### src/design/cis_pkg.sv
// Shared constants and types for the CAN init and sleep control block
package cis_pkg;

  // Register byte offsets on the AXI4-Lite slave
  localparam logic [7:0] OFS_MCR = 8'h00;
  localparam logic [7:0] OFS_STAT = 8'h04;
  localparam logic [7:0] OFS_IRR = 8'h08;
  localparam logic [7:0] OFS_IMR = 8'h0C;
  localparam logic [7:0] OFS_MBDIR0 = 8'h10;
  localparam logic [7:0] OFS_MBDIR1 = 8'h14;

  // Master control register fields
  localparam int MCR_CFG = 0;
  localparam int MCR_TXORD = 1;
  localparam int MCR_SLEEP = 5;
  localparam int MCR_WAKE = 7;
  localparam logic [31:0] MCR_MASK = 32'h0000_00A3;
  localparam logic [31:0] MCR_RST = 32'h0000_0001;

  // Interrupt flag and mask fields (same layout)
  localparam int IRR_RST = 0;
  localparam int IRR_BUS = 12;
  localparam logic [31:0] IRR_MASK = 32'h0000_1001;
  localparam logic [31:0] IRR_RST_VAL = 32'h0000_0001;
  localparam logic [31:0] IMR_RST_VAL = 32'h0000_1001;

  // Mailbox direction: bits 15..1 are mailboxes 1..15, 0 = transmit
  localparam int MB_PER_CH = 15;
  localparam logic [31:0] MBDIR_MASK = 32'h0000_FFFE;
  localparam logic [31:0] MBDIR_RST = 32'h0000_0000;

  // Status register fields
  localparam int STAT_SLEEP = 0;
  localparam int STAT_PEND = 1;
  localparam int STAT_COMM = 2;
  localparam int STAT_DROP = 3;

  // Recessive run length that ends resynchronisation
  localparam int CNT_W = 4;
  localparam logic [CNT_W-1:0] RECESSIVE_BITS = 4'hB;

  // AXI responses
  localparam logic [1:0] RESP_OKAY = 2'h0;
  localparam logic [1:0] RESP_SLVERR = 2'h2;

  // Sleep sequencer states, Gray along awake-pend-sleep-resync
  typedef enum logic [1:0] {
    ST_AWAKE = 2'h0,
    ST_PEND = 2'h1,
    ST_SLEEP = 2'h3,
    ST_RESYNC = 2'h2
  } cis_state_t;

endpackage

### src/design/cis_rx_monitor.sv
// CAN receive line synchroniser, change detector and recessive run counter
`timescale 1ns/1ps
module cis_rx_monitor (
  // Clock and reset
  input wire logic aclk,
  input wire logic aresetn,
  // Bus side
  input wire logic can_rx,
  input wire logic bit_tick,
  // Control and results
  input wire logic restart,
  output logic rx_level,
  output logic rx_change,
  output logic run_done
);

  typedef struct packed {
    logic s1;
    logic s2;
    logic s3;
    logic level;
    logic change;
    logic [cis_pkg::CNT_W-1:0] cnt;
    logic done;
  } cis_mon_t;

  cis_mon_t st;
  cis_mon_t nx;

  // Three-stage sync; a change counts once stages two and three agree
  always_comb begin
    nx = st;
    nx.s1 = can_rx;
    nx.s2 = st.s1;
    nx.s3 = st.s2;
    nx.change = 1'b0;
    if (st.s2 == st.s3 && st.s3 != st.level) begin
      nx.level = st.s3;
      nx.change = 1'b1;
    end
    // Restart wins so a fresh wake never inherits an old run
    if (restart) begin
      nx.cnt = '0;
    end else if (bit_tick) begin
      if (!st.level) begin
        nx.cnt = '0;
      end else if (st.cnt != cis_pkg::RECESSIVE_BITS) begin
        nx.cnt = st.cnt + 4'h1;
      end
    end
    nx.done = (nx.cnt == cis_pkg::RECESSIVE_BITS);
  end

  // Line idles recessive after reset
  always_ff @(posedge aclk) begin
    if (!aresetn) begin
      st <= '0;
      st.s1 <= 1'b1;
      st.s2 <= 1'b1;
      st.s3 <= 1'b1;
      st.level <= 1'b1;
    end else begin
      st <= nx;
    end
  end

  assign rx_level = st.level;
  assign rx_change = st.change;
  assign run_done = st.done;
endmodule

### src/design/cis_ctrl.sv
// CAN init and sleep control: AXI4-Lite registers, sleep sequencer, interrupts
//
// Decided for this implementation: the address map and the AXI4-Lite slave port.
`timescale 1ns/1ps
// Overview of operation
// - Reset flag is set after power-on reset and after standby recovery.
// - Fifteen mailboxes per channel, two channels, each transmit or receive.
// - A mailbox whose direction bit is 0 transmits.
// - Transmit order selectable: by identifier priority or by mailbox number.
// - Writing 1 to the sleep request bit asks for sleep mode.
// - Sleep entry waits while the bus is active, until it is idle.
// - Wake method bit picks software-only wake or also bus-activity wake.
// - Writing 0 to the sleep request bit leaves sleep mode.
// - With bus wake selected, a bus change ends sleep on its own.
// - The message that caused a bus wake is not stored.
// - Communication resumes only after eleven recessive bits following wake.
// - A bus change during sleep sets the bus-activity flag.
// - Bus-activity flag reaches the CPU only when its mask enables it.
module cis_ctrl (
  // Clock and reset
  input wire logic aclk,
  input wire logic aresetn,
  // AXI4-Lite write address and data
  input wire logic [7:0] s_axi_awaddr,
  input wire logic s_axi_awvalid,
  output logic s_axi_awready,
  input wire logic [31:0] s_axi_wdata,
  input wire logic [3:0] s_axi_wstrb,
  input wire logic s_axi_wvalid,
  output logic s_axi_wready,
  // AXI4-Lite write response
  output logic [1:0] s_axi_bresp,
  output logic s_axi_bvalid,
  input wire logic s_axi_bready,
  // AXI4-Lite read
  input wire logic [7:0] s_axi_araddr,
  input wire logic s_axi_arvalid,
  output logic s_axi_arready,
  output logic [31:0] s_axi_rdata,
  output logic [1:0] s_axi_rresp,
  output logic s_axi_rvalid,
  input wire logic s_axi_rready,
  // CAN line and bit timing
  input wire logic can_rx,
  input wire logic bit_tick,
  // System events
  input wire logic standby_exit,
  // Controls to the CAN core
  output logic irq,
  output logic sleep_mode,
  output logic comm_enable,
  output logic config_mode,
  output logic tx_order_mailbox,
  output logic wake_msg_discard,
  output logic [cis_pkg::MB_PER_CH:1] mb_dir_ch0,
  output logic [cis_pkg::MB_PER_CH:1] mb_dir_ch1
);

  typedef struct packed {
    cis_pkg::cis_state_t fsm;
    logic aw_held;
    logic [7:0] aw_addr;
    logic w_held;
    logic [31:0] w_data;
    logic [3:0] w_strb;
    logic awready;
    logic wready;
    logic bvalid;
    logic [1:0] bresp;
    logic arready;
    logic rvalid;
    logic [1:0] rresp;
    logic [31:0] rdata;
    logic [31:0] master_control_reg;
    logic [31:0] irq_flag_reg;
    logic [31:0] irq_mask_reg;
    logic [31:0] mbdir0;
    logic [31:0] mbdir1;
    logic irq;
    logic sleep;
    logic comm;
    logic drop;
  } cis_regs_t;

  cis_regs_t st;
  cis_regs_t nx;
  logic wr_fire;
  logic rd_fire;
  logic rd_irr;
  logic restart;
  logic rx_level;
  logic rx_change;
  logic run_done;
  logic [31:0] irr_set;
  logic [31:0] irr_clr;
  logic [31:0] stat;

  // Byte-lane merge of a write into a register word
  function automatic logic [31:0] cis_merge(input logic [31:0] old,
                                            input logic [31:0] data,
                                            input logic [3:0] strb);
    logic [31:0] res;
    res = old;
    for (int i = 0; i < 4; i++) begin
      if (strb[i]) begin
        res[i*8 +: 8] = data[i*8 +: 8];
      end
    end
    return res;
  endfunction

  // Line watcher; restart is combinational so the count clears on the wake edge
  cis_rx_monitor u_mon (
    .aclk(aclk),
    .aresetn(aresetn),
    .can_rx(can_rx),
    .bit_tick(bit_tick),
    .restart(restart),
    .rx_level(rx_level),
    .rx_change(rx_change),
    .run_done(run_done)
  );

  // Next-state logic: bus slave, register file, sleep sequencer, interrupts
  always_comb begin
    nx = st;
    wr_fire = 1'b0;
    rd_fire = 1'b0;
    rd_irr = 1'b0;
    irr_set = '0;
    irr_clr = '0;
    stat = '0;
    stat[cis_pkg::STAT_SLEEP] = st.sleep;
    stat[cis_pkg::STAT_PEND] = (st.fsm == cis_pkg::ST_PEND);
    stat[cis_pkg::STAT_COMM] = st.comm;
    stat[cis_pkg::STAT_DROP] = st.drop;

    // Address and data are caught independently, in either order
    if (st.awready && s_axi_awvalid) begin
      nx.aw_held = 1'b1;
      nx.aw_addr = s_axi_awaddr;
    end
    if (st.wready && s_axi_wvalid) begin
      nx.w_held = 1'b1;
      nx.w_data = s_axi_wdata;
      nx.w_strb = s_axi_wstrb;
    end
    if (st.bvalid && s_axi_bready) begin
      nx.bvalid = 1'b0;
    end
    if (st.aw_held && st.w_held && !st.bvalid) begin
      wr_fire = 1'b1;
      nx.aw_held = 1'b0;
      nx.w_held = 1'b0;
      nx.bvalid = 1'b1;
      nx.bresp = cis_pkg::RESP_OKAY;
      case (st.aw_addr)
        cis_pkg::OFS_MCR: begin
          nx.master_control_reg = cis_merge(st.master_control_reg, st.w_data, st.w_strb) & cis_pkg::MCR_MASK;
        end
        cis_pkg::OFS_IMR: begin
          nx.irq_mask_reg = cis_merge(st.irq_mask_reg, st.w_data, st.w_strb) & cis_pkg::IRR_MASK;
        end
        cis_pkg::OFS_MBDIR0: begin
          nx.mbdir0 = cis_merge(st.mbdir0, st.w_data, st.w_strb) & cis_pkg::MBDIR_MASK;
        end
        cis_pkg::OFS_MBDIR1: begin
          nx.mbdir1 = cis_merge(st.mbdir1, st.w_data, st.w_strb) & cis_pkg::MBDIR_MASK;
        end
        cis_pkg::OFS_STAT, cis_pkg::OFS_IRR: begin
          nx.bresp = cis_pkg::RESP_OKAY; // Read-only, write ignored
        end
        default: begin
          nx.bresp = cis_pkg::RESP_SLVERR;
        end
      endcase
    end
    nx.awready = !nx.aw_held && !nx.bvalid;
    nx.wready = !nx.w_held && !nx.bvalid;

    // Read channel; a read of the flag register clears what it returned
    if (st.rvalid && s_axi_rready) begin
      nx.rvalid = 1'b0;
    end
    if (st.arready && s_axi_arvalid) begin
      rd_fire = 1'b1;
      nx.rvalid = 1'b1;
      nx.rresp = cis_pkg::RESP_OKAY;
      case (s_axi_araddr)
        cis_pkg::OFS_MCR: nx.rdata = st.master_control_reg;
        cis_pkg::OFS_STAT: nx.rdata = stat;
        cis_pkg::OFS_IRR: begin
          nx.rdata = st.irq_flag_reg;
          rd_irr = 1'b1;
          irr_clr = st.irq_flag_reg;
        end
        cis_pkg::OFS_IMR: nx.rdata = st.irq_mask_reg;
        cis_pkg::OFS_MBDIR0: nx.rdata = st.mbdir0;
        cis_pkg::OFS_MBDIR1: nx.rdata = st.mbdir1;
        default: begin
          nx.rdata = '0;
          nx.rresp = cis_pkg::RESP_SLVERR;
        end
      endcase
    end
    nx.arready = !nx.rvalid;

    // Sleep sequencer follows the request bit as it stands after this write
    case (st.fsm)
      cis_pkg::ST_AWAKE: begin
        if (nx.master_control_reg[cis_pkg::MCR_SLEEP]) begin
          nx.fsm = run_done ? cis_pkg::ST_SLEEP : cis_pkg::ST_PEND;
        end
      end
      cis_pkg::ST_PEND: begin
        if (!nx.master_control_reg[cis_pkg::MCR_SLEEP]) begin
          nx.fsm = cis_pkg::ST_AWAKE;
        end else if (run_done) begin
          nx.fsm = cis_pkg::ST_SLEEP;
        end
      end
      cis_pkg::ST_SLEEP: begin
        if (rx_change) begin
          irr_set[cis_pkg::IRR_BUS] = 1'b1;
        end
        if (!nx.master_control_reg[cis_pkg::MCR_SLEEP]) begin
          nx.fsm = cis_pkg::ST_RESYNC;
        end else if (st.master_control_reg[cis_pkg::MCR_WAKE] && rx_change) begin
          // Hardware drops the request itself so software sees it awake
          nx.fsm = cis_pkg::ST_RESYNC;
          nx.master_control_reg[cis_pkg::MCR_SLEEP] = 1'b0;
          nx.drop = 1'b1;
        end
      end
      cis_pkg::ST_RESYNC: begin
        if (run_done) begin
          nx.fsm = cis_pkg::ST_AWAKE;
        end
      end
      default: nx.fsm = cis_pkg::ST_AWAKE;
    endcase

    // Event set wins over a read clear in the same cycle
    if (standby_exit) begin
      irr_set[cis_pkg::IRR_RST] = 1'b1;
    end
    nx.irq_flag_reg = ((st.irq_flag_reg & ~irr_clr) | irr_set) & cis_pkg::IRR_MASK;

    // Waking frame is discarded until the recessive run completes
    if (nx.fsm == cis_pkg::ST_AWAKE) begin
      nx.drop = 1'b0;
    end
    nx.sleep = (nx.fsm == cis_pkg::ST_SLEEP);
    nx.comm = (nx.fsm == cis_pkg::ST_AWAKE) && !nx.master_control_reg[cis_pkg::MCR_CFG];
    // Mask bit 1 blocks; level output while any enabled flag is set
    nx.irq = |(nx.irq_flag_reg & ~nx.irq_mask_reg);
  end

  assign restart = (st.fsm == cis_pkg::ST_SLEEP) && (nx.fsm == cis_pkg::ST_RESYNC);

  // Synchronous reset; reset flag comes up set after power-on
  always_ff @(posedge aclk) begin
    if (!aresetn) begin
      st <= '0;
      st.master_control_reg <= cis_pkg::MCR_RST;
      st.irq_flag_reg <= cis_pkg::IRR_RST_VAL;
      st.irq_mask_reg <= cis_pkg::IMR_RST_VAL;
      st.mbdir0 <= cis_pkg::MBDIR_RST;
      st.mbdir1 <= cis_pkg::MBDIR_RST;
      st.fsm <= cis_pkg::ST_AWAKE;
    end else begin
      st <= nx;
    end
  end

  // Every output is a flop bit of the state
  assign s_axi_awready = st.awready;
  assign s_axi_wready = st.wready;
  assign s_axi_bvalid = st.bvalid;
  assign s_axi_bresp = st.bresp;
  assign s_axi_arready = st.arready;
  assign s_axi_rvalid = st.rvalid;
  assign s_axi_rdata = st.rdata;
  assign s_axi_rresp = st.rresp;
  assign irq = st.irq;
  assign sleep_mode = st.sleep;
  assign comm_enable = st.comm;
  assign config_mode = st.master_control_reg[cis_pkg::MCR_CFG];
  assign tx_order_mailbox = st.master_control_reg[cis_pkg::MCR_TXORD];
  assign wake_msg_discard = st.drop;
  assign mb_dir_ch0 = st.mbdir0[cis_pkg::MB_PER_CH:1];
  assign mb_dir_ch1 = st.mbdir1[cis_pkg::MB_PER_CH:1];
endmodule

### config.mk
export PLATFORM = sky130hd
export DESIGN_NAME = cis_ctrl
export DESIGN_NICKNAME = d
export VERILOG_FILES = /design/src/design/cis_pkg.sv /design/src/design/cis_rx_monitor.sv /design/src/design/cis_ctrl.sv
export SDC_FILE = /design/constraint.sdc
export NUM_CORES = 1
export LEC_CHECK = 0
export BUFFER_PORTS_ARGS = -buffer_cell sky130_fd_sc_hd__buf_2
export CAP_MARGIN = 5
export CORE_AREA = 2 2 121 123
export DETAILED_ROUTE_END_ITERATION = 8
export DIE_AREA = 0 0 123 125
export PLACE_DENSITY = 0.76
export SETUP_SLACK_MARGIN = 0.2
export SLEW_MARGIN = 20
export SYNTH_ARGS = -nofsm -noshare
export SYNTH_HDL_FRONTEND = slang
export SYNTH_SLANG_ARGS = --single-unit
### constraint.sdc
create_clock -name aclk -period 2.2 [get_ports aclk]
set_input_delay 0.22 -clock aclk [delete_from_list [all_inputs] [get_ports aclk]]
set_output_delay 0.22 -clock aclk [all_outputs]
set_load 0.1 [all_outputs]
# Yosys cells after proc, flatten, opt, wreduce, memory -nomap -nowiden

Cells that the tools add are included.

Bits in registers: 171
Bits of input ports: 62
Output and inout bits: 77

$add $sub $neg: 1
Equal/unequal tests: 19
Mux-type cells: 45
Bitwise operators: 6
Reductions and logical operators: 33

Operators with widths:

| kind                                                 | number |
|---|---|
| case mux 32 bit (6 select lines)                     | 1 |
| two-way mux 96 bit                                   | 1 |
| two-way mux 32 bit                                   | 2 |
| two-way mux 8 bit                                    | 6 |
| two-way mux 37 bit                                   | 1 |
| two-way mux 35 bit                                   | 1 |
| bitwise AND 13 x 32 -> 32 bit                        | 1 |
| equality test 8 x 4 -> 1 bit (second input constant) | 4 |
| equality test 8 x 5 -> 1 bit (second input constant) | 4 |
| two-way mux 16 bit                                   | 2 |
| NOT 32 bit                                           | 1 |
| OR reduction 32 bit                                  | 1 |
| two-way mux 13 bit                                   | 2 |
| two-way mux 2 bit                                    | 9 |
| AND reduction 3 bit                                  | 6 |
| equality test 8 x 3 -> 1 bit (second input constant) | 2 |
| zero test 8 bit                                      | 2 |
| two-way mux 4 bit                                    | 4 |
| bitwise AND 13 bit                                   | 1 |
| logical AND 1 bit                                    | 13 |
| NOT 13 bit                                           | 1 |
| OR 13 bit                                            | 1 |
| two-way mux 1 bit                                    | 12 |
| OR reduction 6 bit                                   | 2 |
| other kinds (15)                                     | 24 |

# Depth between registers and ports, before layout

Gate-level depths: netlist (run 1).

Word-level depth: 9
Mapped depth: 7
Gate-level depth less buffers: 5

# Hierarchy

From an unflattened synthesis (run 1), not the netlist that was laid out.

Cell total of the unflattened synthesis: 672
Area, all modules: 6,274.8 um^2

Modules (own cells, without submodules):

| module         | times used | cells each | area each (um^2) |
|---|---|---|---|
| cis_ctrl       | 1          | 628        | 5,850.6 |
| cis_rx_monitor | 1          | 44         | 424.2 |

# Least setup slack after synthesis (run 1)

OpenSTA, ideal clock, no wires.

Path kind: flip-flop to flip-flop
Start: register st (netlist bit s_axi_bvalid)
End: register st (netlist bit mb_dir_ch0[10])
Library setup time: 0.128 ns
Data arrival time: 2.034 ns
Required time: 2.072 ns
Setup slack: 0.038 ns
Stages on the path, launching flop included: 7
Buffers on the path: 2
Period minus slack after synthesis: 2.162 ns
Path through: dfxtp_1 -> nand3b_1 -> clkbuf_1 -> or4_1 -> buf_2 -> mux2i_1 -> nor2_1

Cells in the longest elaborated chain, start to end: 3

Ends and longest elaborated chain:

| element                       | line            | RTL |
|---|---|---|
| from (decl)                   | cis_ctrl.sv:85  | `cis_regs_t st;` |
| from (signal assigned)        | cis_ctrl.sv:272 | `st <= nx;` |
| zero test 1 bit               | cis_ctrl.sv:151 | `if (st.aw_held && st.w_held && !st.bvalid) begin` |
| logical AND 1 bit             | cis_ctrl.sv:151 |  |
| AND reduction 3 bit (no line) | -               |  |

Every way passes these cells.
A chain may end at the register's enable or synchronous reset.

# Worst setup path in the final report (run 1)

Start: register st[243] (netlist name)
End: register u_mon.st (netlist bit u_mon.run_done)

Cells in the longest elaborated chain, start to end: 9

Ends and longest elaborated chain:

| element                                     | line                                              | RTL |
|---|---|---|
| zero test 8 bit (*)                         | cis_ctrl.sv:157                                   | `case (st.aw_addr)` |
| two-way mux 8 bit (*)                       | cis_ctrl.sv:157                                   |  |
| two-way mux 32 bit (*)                      | cis_ctrl.sv:151                                   |  |
| two-way mux 2 bit, on equally long branches | cis_ctrl.sv:226, cis_ctrl.sv:211, cis_ctrl.sv:216 |  |
| case mux 2 bit (4 select lines) (*)         | cis_ctrl.sv:209                                   | `case (st.fsm)` |
| equality test 2 bit (*)                     | cis_ctrl.sv:259                                   | `assign restart = (st.fsm == cis_pkg::ST_SLEEP) && (nx.fsm == cis_pkg::ST_RESYNC);` |
| logical AND 1 bit (*)                       | cis_ctrl.sv:259                                   |  |
| two-way mux 4 bit (*)                       | cis_rx_monitor.sv:42                              | `if (restart) begin` |
| equality test 4 bit (*)                     | cis_rx_monitor.sv:51                              | `nx.done = (nx.cnt == cis_pkg::RECESSIVE_BITS);` |
| to (signal assigned)                        | cis_rx_monitor.sv:63                              | `st <= nx;` |
| to (decl)                                   | cis_rx_monitor.sv:27                              | `cis_mon_t st;` |

Every way passes the cells marked *; elsewhere a longest branch is shown, timed or not.

==> metrics.txt, run 1 <==
outcome=finished clean; RSZ-0062 raised after global routing=yes; met3 Track Usage GR=0.0465; vias in the first global route=4751; global placement routability congestion=0.826; GR Layer Usage met2=0.312; cts bufs inserted=17; Hold Path Origin=standby_exit; Post-Syn Area per Cell=8.83 um^2; antenna viol nets, final=0; Critical Path Sink Type=register; met1 Track Usage GR=0.281; data required time of the critical path=2.50 ns; Layout fillers=1345; Worst-Skew Late Latency=0.42 ns; FP Rows=44; vias per inst=5.28; CTS root buf=clkbuf_16; H-tree depth=4; # port buffers=118; Crit Path Category=register to register; #FFs+latches synth=151; endpoints failing setup=0; CTS tree=done; Gate Count Post-Synth=722; Max-slew headroom=0.556; I/O Pins=139; clk sinks=151; WHS Endpoint=st[100]; Remaining DRCs=0; antenna violations before repair=0; final setup TNS=0 ns; Inserted Diodes=0; Post-synth EDFFs=0; fraction of layout cells with a size suffix above 1=0.249; Ys Warns=0; max-slew violation count=0; pre-CTS setup slack=0.123 ns; setup ws final=0.240 ns; Worst R2R Start=st[243]; busiest grt layer=met2; CP Max Fanout=5; GRT overflow=0; pin count of the biggest net entering global routing=42; Worst Tran Pin Value=0.664 ns; first-pass GRT wire length=24500 um; Non-Filler Cell Area, Final=0.00731 mm^2; Netlist cell types=56; DP Wirelength=10800 um; Reg clk slew, reported paths=0.06 ns; initial core utilization=0.449; asr flop ratio synth=0; chip height=125 um; CP arrival=2.26 ns; maxcap violations=0; P_leak=0.00300 uW; Max clock buf depth=2; WL/cell=15.8 um; reg2reg end=u_mon.run_done; Area growth syn-to-layout=14.8%; Pwr Density=816 mW/mm^2; Peak supply drop=0.000600 V; placed inst area=0.00670 mm^2; flop2flop setup slack=0.24 ns; HP Class=input port to register; total wire length=15300 um; Final Skew=0.00588 ns; total number of vias=5108; Post-Syn Area=0.00637 mm^2; Hold Path Stages=3; die area=0.0154 mm^2; Fin. Hold Viols=0; Layout Nets=836; final period utilization=0.891; overall global routing resource usage=0.206; first-pass detailed-route iteration total=4; violation count after the first detailed-routing iteration=394; register area share after synthesis=0.474; Critical Path Start Type=register; min cycle time layout=1.96 ns; ys flop type=dfxtp_1; Fmax=510 MHz; reg2reg path depth=4; core area=0.0142 mm^2; die width=123 um
## cells in the mapped netlist (3+ instances only)
cell	instances	share of area
or4_1	3	0.0035
buf_4	67	0.079
mux2i_1	35	0.055
and2_1	34	0.033
nand3_1	44	0.035
inv_1	7	0.0041
a2bb2oi_1	11	0.015
mux2_2	3	0.0053
a221oi_1	3	0.0041
buf_1	3	0.0018
a211oi_1	5	0.0059
and3_1	4	0.0039
nor3_1	7	0.0055
or3_1	4	0.0039
o21ai_0	34	0.027
a21oi_1	73	0.057
nor2b_1	7	0.0069
clkbuf_1	34	0.020
nor2_1	33	0.019
and4_1	3	0.0041
o22ai_1	4	0.0039
dfxtp_1	151	0.47
nand2_1	93	0.055
nand2b_1	10	0.0098
buf_2	6	0.0047
nand3b_1	8	0.0094
## cell usage in the layout (no fill, tap or decap), drive strengths merged, types with 3 or more instances in the layout
master	synthesis	layout
mux2i	36	36
inv	7	8
a221oi	3	3
o22ai	4	4
and3	4	4
nor2	33	33
buf	77	142
clkbuf	35	22
nor4	3	3
and2	34	34
mux2	3	3
dfxtp	151	151
and4	3	3
o21ai	36	36
a2bb2oi	11	11
or3	5	5
clkinvlp	0	3
nand3	44	44
clkinv	1	4
a21oi	73	73
or4	4	4
nand2b	10	10
a211oi	5	5
nand2	93	93
nand3b	8	8
nor3	8	8
nor2b	7	7
## cells by family (layout without fill, tap and decap cells)
group	count (synthesis)	after routing	synth area share
simple gates	264	264	0.209
mux	39	39	0.0638
flops	151	151	0.474
fa+ha+maj	1	1	0.00196
buf+inv	120	181	0.113
compound gates	146	146	0.137
other cells	1	2	0.000588
## worst max-delay path, stage by stage (launching register included)
cell	delay, ns
dfxtp_1	0.33
or4_4	0.57
o31ai_2	0.36
o311ai_4	0.19
a2111oi_1	0.38
## layer usage
metal  wire length [um]  share of wire  vias up
met5                  0              0        -
met2               6890           0.45      171
met3               1010          0.066       25
met4                440          0.029        0
met1               6960           0.45     2391
li1                   -              -     2521
## layout make-up
cell class                 instances  area [um^2]  area share
multi-input combinational        452         2660       0.364
clock buffer                      22          494      0.0676
tap                              184          230      0.0315
timing repair buffer             143          801       0.109
sequential                       151         3030       0.414
clock inverter                     8         72.6     0.00992
inverter                           8         30.0     0.00411
## how the worst max path moves through the flow
stage / from / slack (ns) / depth (start not counted) / to
after floorplan: s_axi_wready / 0.21 / 5 / st[216]
after global placement: st[242] / 0.13 / 4 / u_mon.run_done
after detailed placement: st[242] / 0.12 / 4 / u_mon.run_done
after CTS: st[242] / 0.22 / 4 / wake_msg_discard
after global routing: st[243] / 0.18 / 4 / u_mon.run_done
final: st[243] / 0.24 / 4 / u_mon.run_done
## where the power goes
group          total, uW  internal, uW  leakage [uW]  switching, uW
registers           2820          2780       0.00122           40.5
clock network       2760          1680      0.000276           1080
logic                388           122       0.00150            266
total               5970          4580       0.00300           1380
## per-stage QoR
| stage | hold WS, ns | std cells | utilization | total power, uW |
|---|---|---|---|---|
| 6_report | 0.0330 | 968 | 0.515 | 5970 |
| 5_1_grt | 0.0205 | 968 | 0.515 | 6160 |
| 4_1_cts | 0.0202 | 967 | 0.513 | 6000 |
| 2_1_floorplan | 0.321 | 723 | - | 3130 |
| 3_5_place_dp | 0.397 | 936 | 0.471 | 3250 |
| 3_3_place_gp | 0.390 | 936 | 0.471 | 3240 |
## timing repair
item / CTS / global route
hold endpoints to repair: 1 / 0
pin swaps: 0 / 4
resized for setup: 2 / 9
setup endpoints to repair: 9 / 16
buffers inserted: 0 / 1
hold buffers: 1 / 0
(Power assumes the default switching activity.)
==> inputs of run 2 (changes only) <==
- CORE_AREA: 2 2 121 123 -> 2 2 138 140
- DIE_AREA: 0 0 123 125 -> 0 0 140 142
- PLACE_DENSITY: 0.76 -> 0.62
==> run 2 against run 1 <==
Effect of this change: the run now ends with design-rule violations left; global-route usage down 4.6 points; sequential power hardly changed; via count is 3.4% lower.
==> metrics.txt, run 2 (same netlist as run 1, synthesis figures left out) <==
outcome=finished with violations; failing checks=design-rule violations; die area=0.0199 mm^2; CP max stage cell=or4_4; core area=0.0185 mm^2; cts bufs inserted=17; HP Class=input port to register; violation count after the first detailed-routing iteration=272; CP arrival=2.31 ns; total wire length=15900 um; Worst Tran Pin Value=1.02 ns; global placement routability congestion=0.810; Crit Path Category=register to register; CTS root buf=clkbuf_16; Util after Layout=0.404; pin count of the biggest net entering global routing=48; Fin Hold WS=0.0404 ns; Area growth syn-to-layout=17.1%; total power=6320 uW; Layout Nets=837; Buf/Inv on CP=0; endpoints failing setup=0; fraction of layout cells with a size suffix above 1=0.250; final period utilization=0.903; critical path depth=4; antenna viol nets, final=0; vias in the first global route=4509; Peak supply drop=0.000612 V; vias per inst=4.84; final std cells w/o fill=1019; die width=140 um; Max-slew headroom=0.318; most common cell after layout, fill and taps aside=dfxtp_1; Worst-Skew Late Latency=0.42 ns; Fmax=504 MHz; Fin. Hold Viols=0; most frequent cells in the layout=dfxtp_1 (148), buf_2 (118), nand2_1 (93), a21oi_1 (73), nand3_1 (44); first-pass detailed-route iteration total=7; antenna violations before repair=0; I/O Pins=139; Reg clk slew, reported paths=0.06 ns; Inserted Diodes=0; overall global routing resource usage=0.160; total number of vias=4932; Inst Count DP=985; worst-path cell chain=or4_4 -> nor3_1 -> mux2_2 -> a221oi_1; reg2reg path depth=4; Critical Path Start Type=register; initial core utilization=0.345; delay-heaviest family, CP=simple AND/OR/NAND/NOR gates; FP Rows=50; Final Skew=0.00684 ns; P_leak=0.00304 uW; Hold Path Stages=3; WL/cell=15.6 um; min cycle time layout=1.99 ns; first-pass GRT wire length=24700 um; CTS tree=done; Critical Path Sink Type=register; Pwr Density=847 mW/mm^2; max-slew violation count=0; data required time of the critical path=2.52 ns; max incr delay on CP=0.57 ns; clk sinks=151; H-tree depth=4; maxcap violations=0; CP Max Fanout=5; RSZ-0062 raised after global routing=yes; DP Wirelength=11600 um; Max clock buf depth=2; chip height=142 um; final setup TNS=0 ns; Remaining DRCs=8; # port buffers=118; GRT overflow=0
[run 2: cell count changes in the layout (fill, tap and decap cells not counted), sizes merged]
cell      change
clkinvlp      -2
buf           +1
clkinv        -2
bufinv        +3
clkbuf        +1
[run 2: metal layers]
layer	vias to the layer above	share of wire	global-route usage
li1	2519	-	-
met3	23	0.053	0.0417
met2	119	0.44	0.244
met4	0	0.023	0.0569
met1	2271	0.49	0.218
met5	-	0	0
[run 2: through the flow]
stage | worst slack, ns | area [um^2]
6_report | 0.214 | 7460
2_1_floorplan | 0.205 | 6380
4_1_cts | 0.202 | 7410
3_3_place_gp | 0.192 | 6750
5_1_grt | 0.179 | 7460
3_5_place_dp | 0.154 | 6750
[run 2: worst paths after layout]
| path | endpoint | slack [ns] | startpoint |
|---|---|---|---|
| min | st[222] | 0.04 | s_axi_wdata[13] |
| max | wake_msg_discard | 0.21 | st[243] |
| min reg2reg | u_mon.nx[7] | 0.41 | u_mon.nx[8] |
| max reg2reg | wake_msg_discard | 0.21 | st[243] |
[run 2: repair_timing]
item | in CTS | in global routing
pin swaps | 0 | 6
buffers inserted | 0 | 3
endpoints found under the hold margin | 1 | 0
setup endpoints to repair | 3 | 16
hold buffers | 1 | 0
gates resized for setup | 3 | 9
[run 2: worst register-to-register path, cell delays in order, from the launching register on]
cell and delay [ns]:
dfxtp_1 0.34, or4_4 0.57, nor3_1 0.37, mux2_2 0.39
a221oi_1 0.23
[run 2: power by group]
group | switching, uW | internal, uW
clock | 1090 | 2040
sequential | 41.1 | 2780
combinational | 264 | 118
total | 1390 | 4930
[run 2: cell type report]
| type | instances | area [um^2] |
|---|---|---|
| inverters | 8 | 30.0 |
| repair buffers | 144 | 808 |
| multi-input cells | 452 | 2660 |
| flip-flops and latches | 151 | 3030 |
| clock inverters | 7 | 141 |
| clock buffers | 23 | 498 |
| well taps | 234 | 293 |
| fillers | 1843 | 11000 |
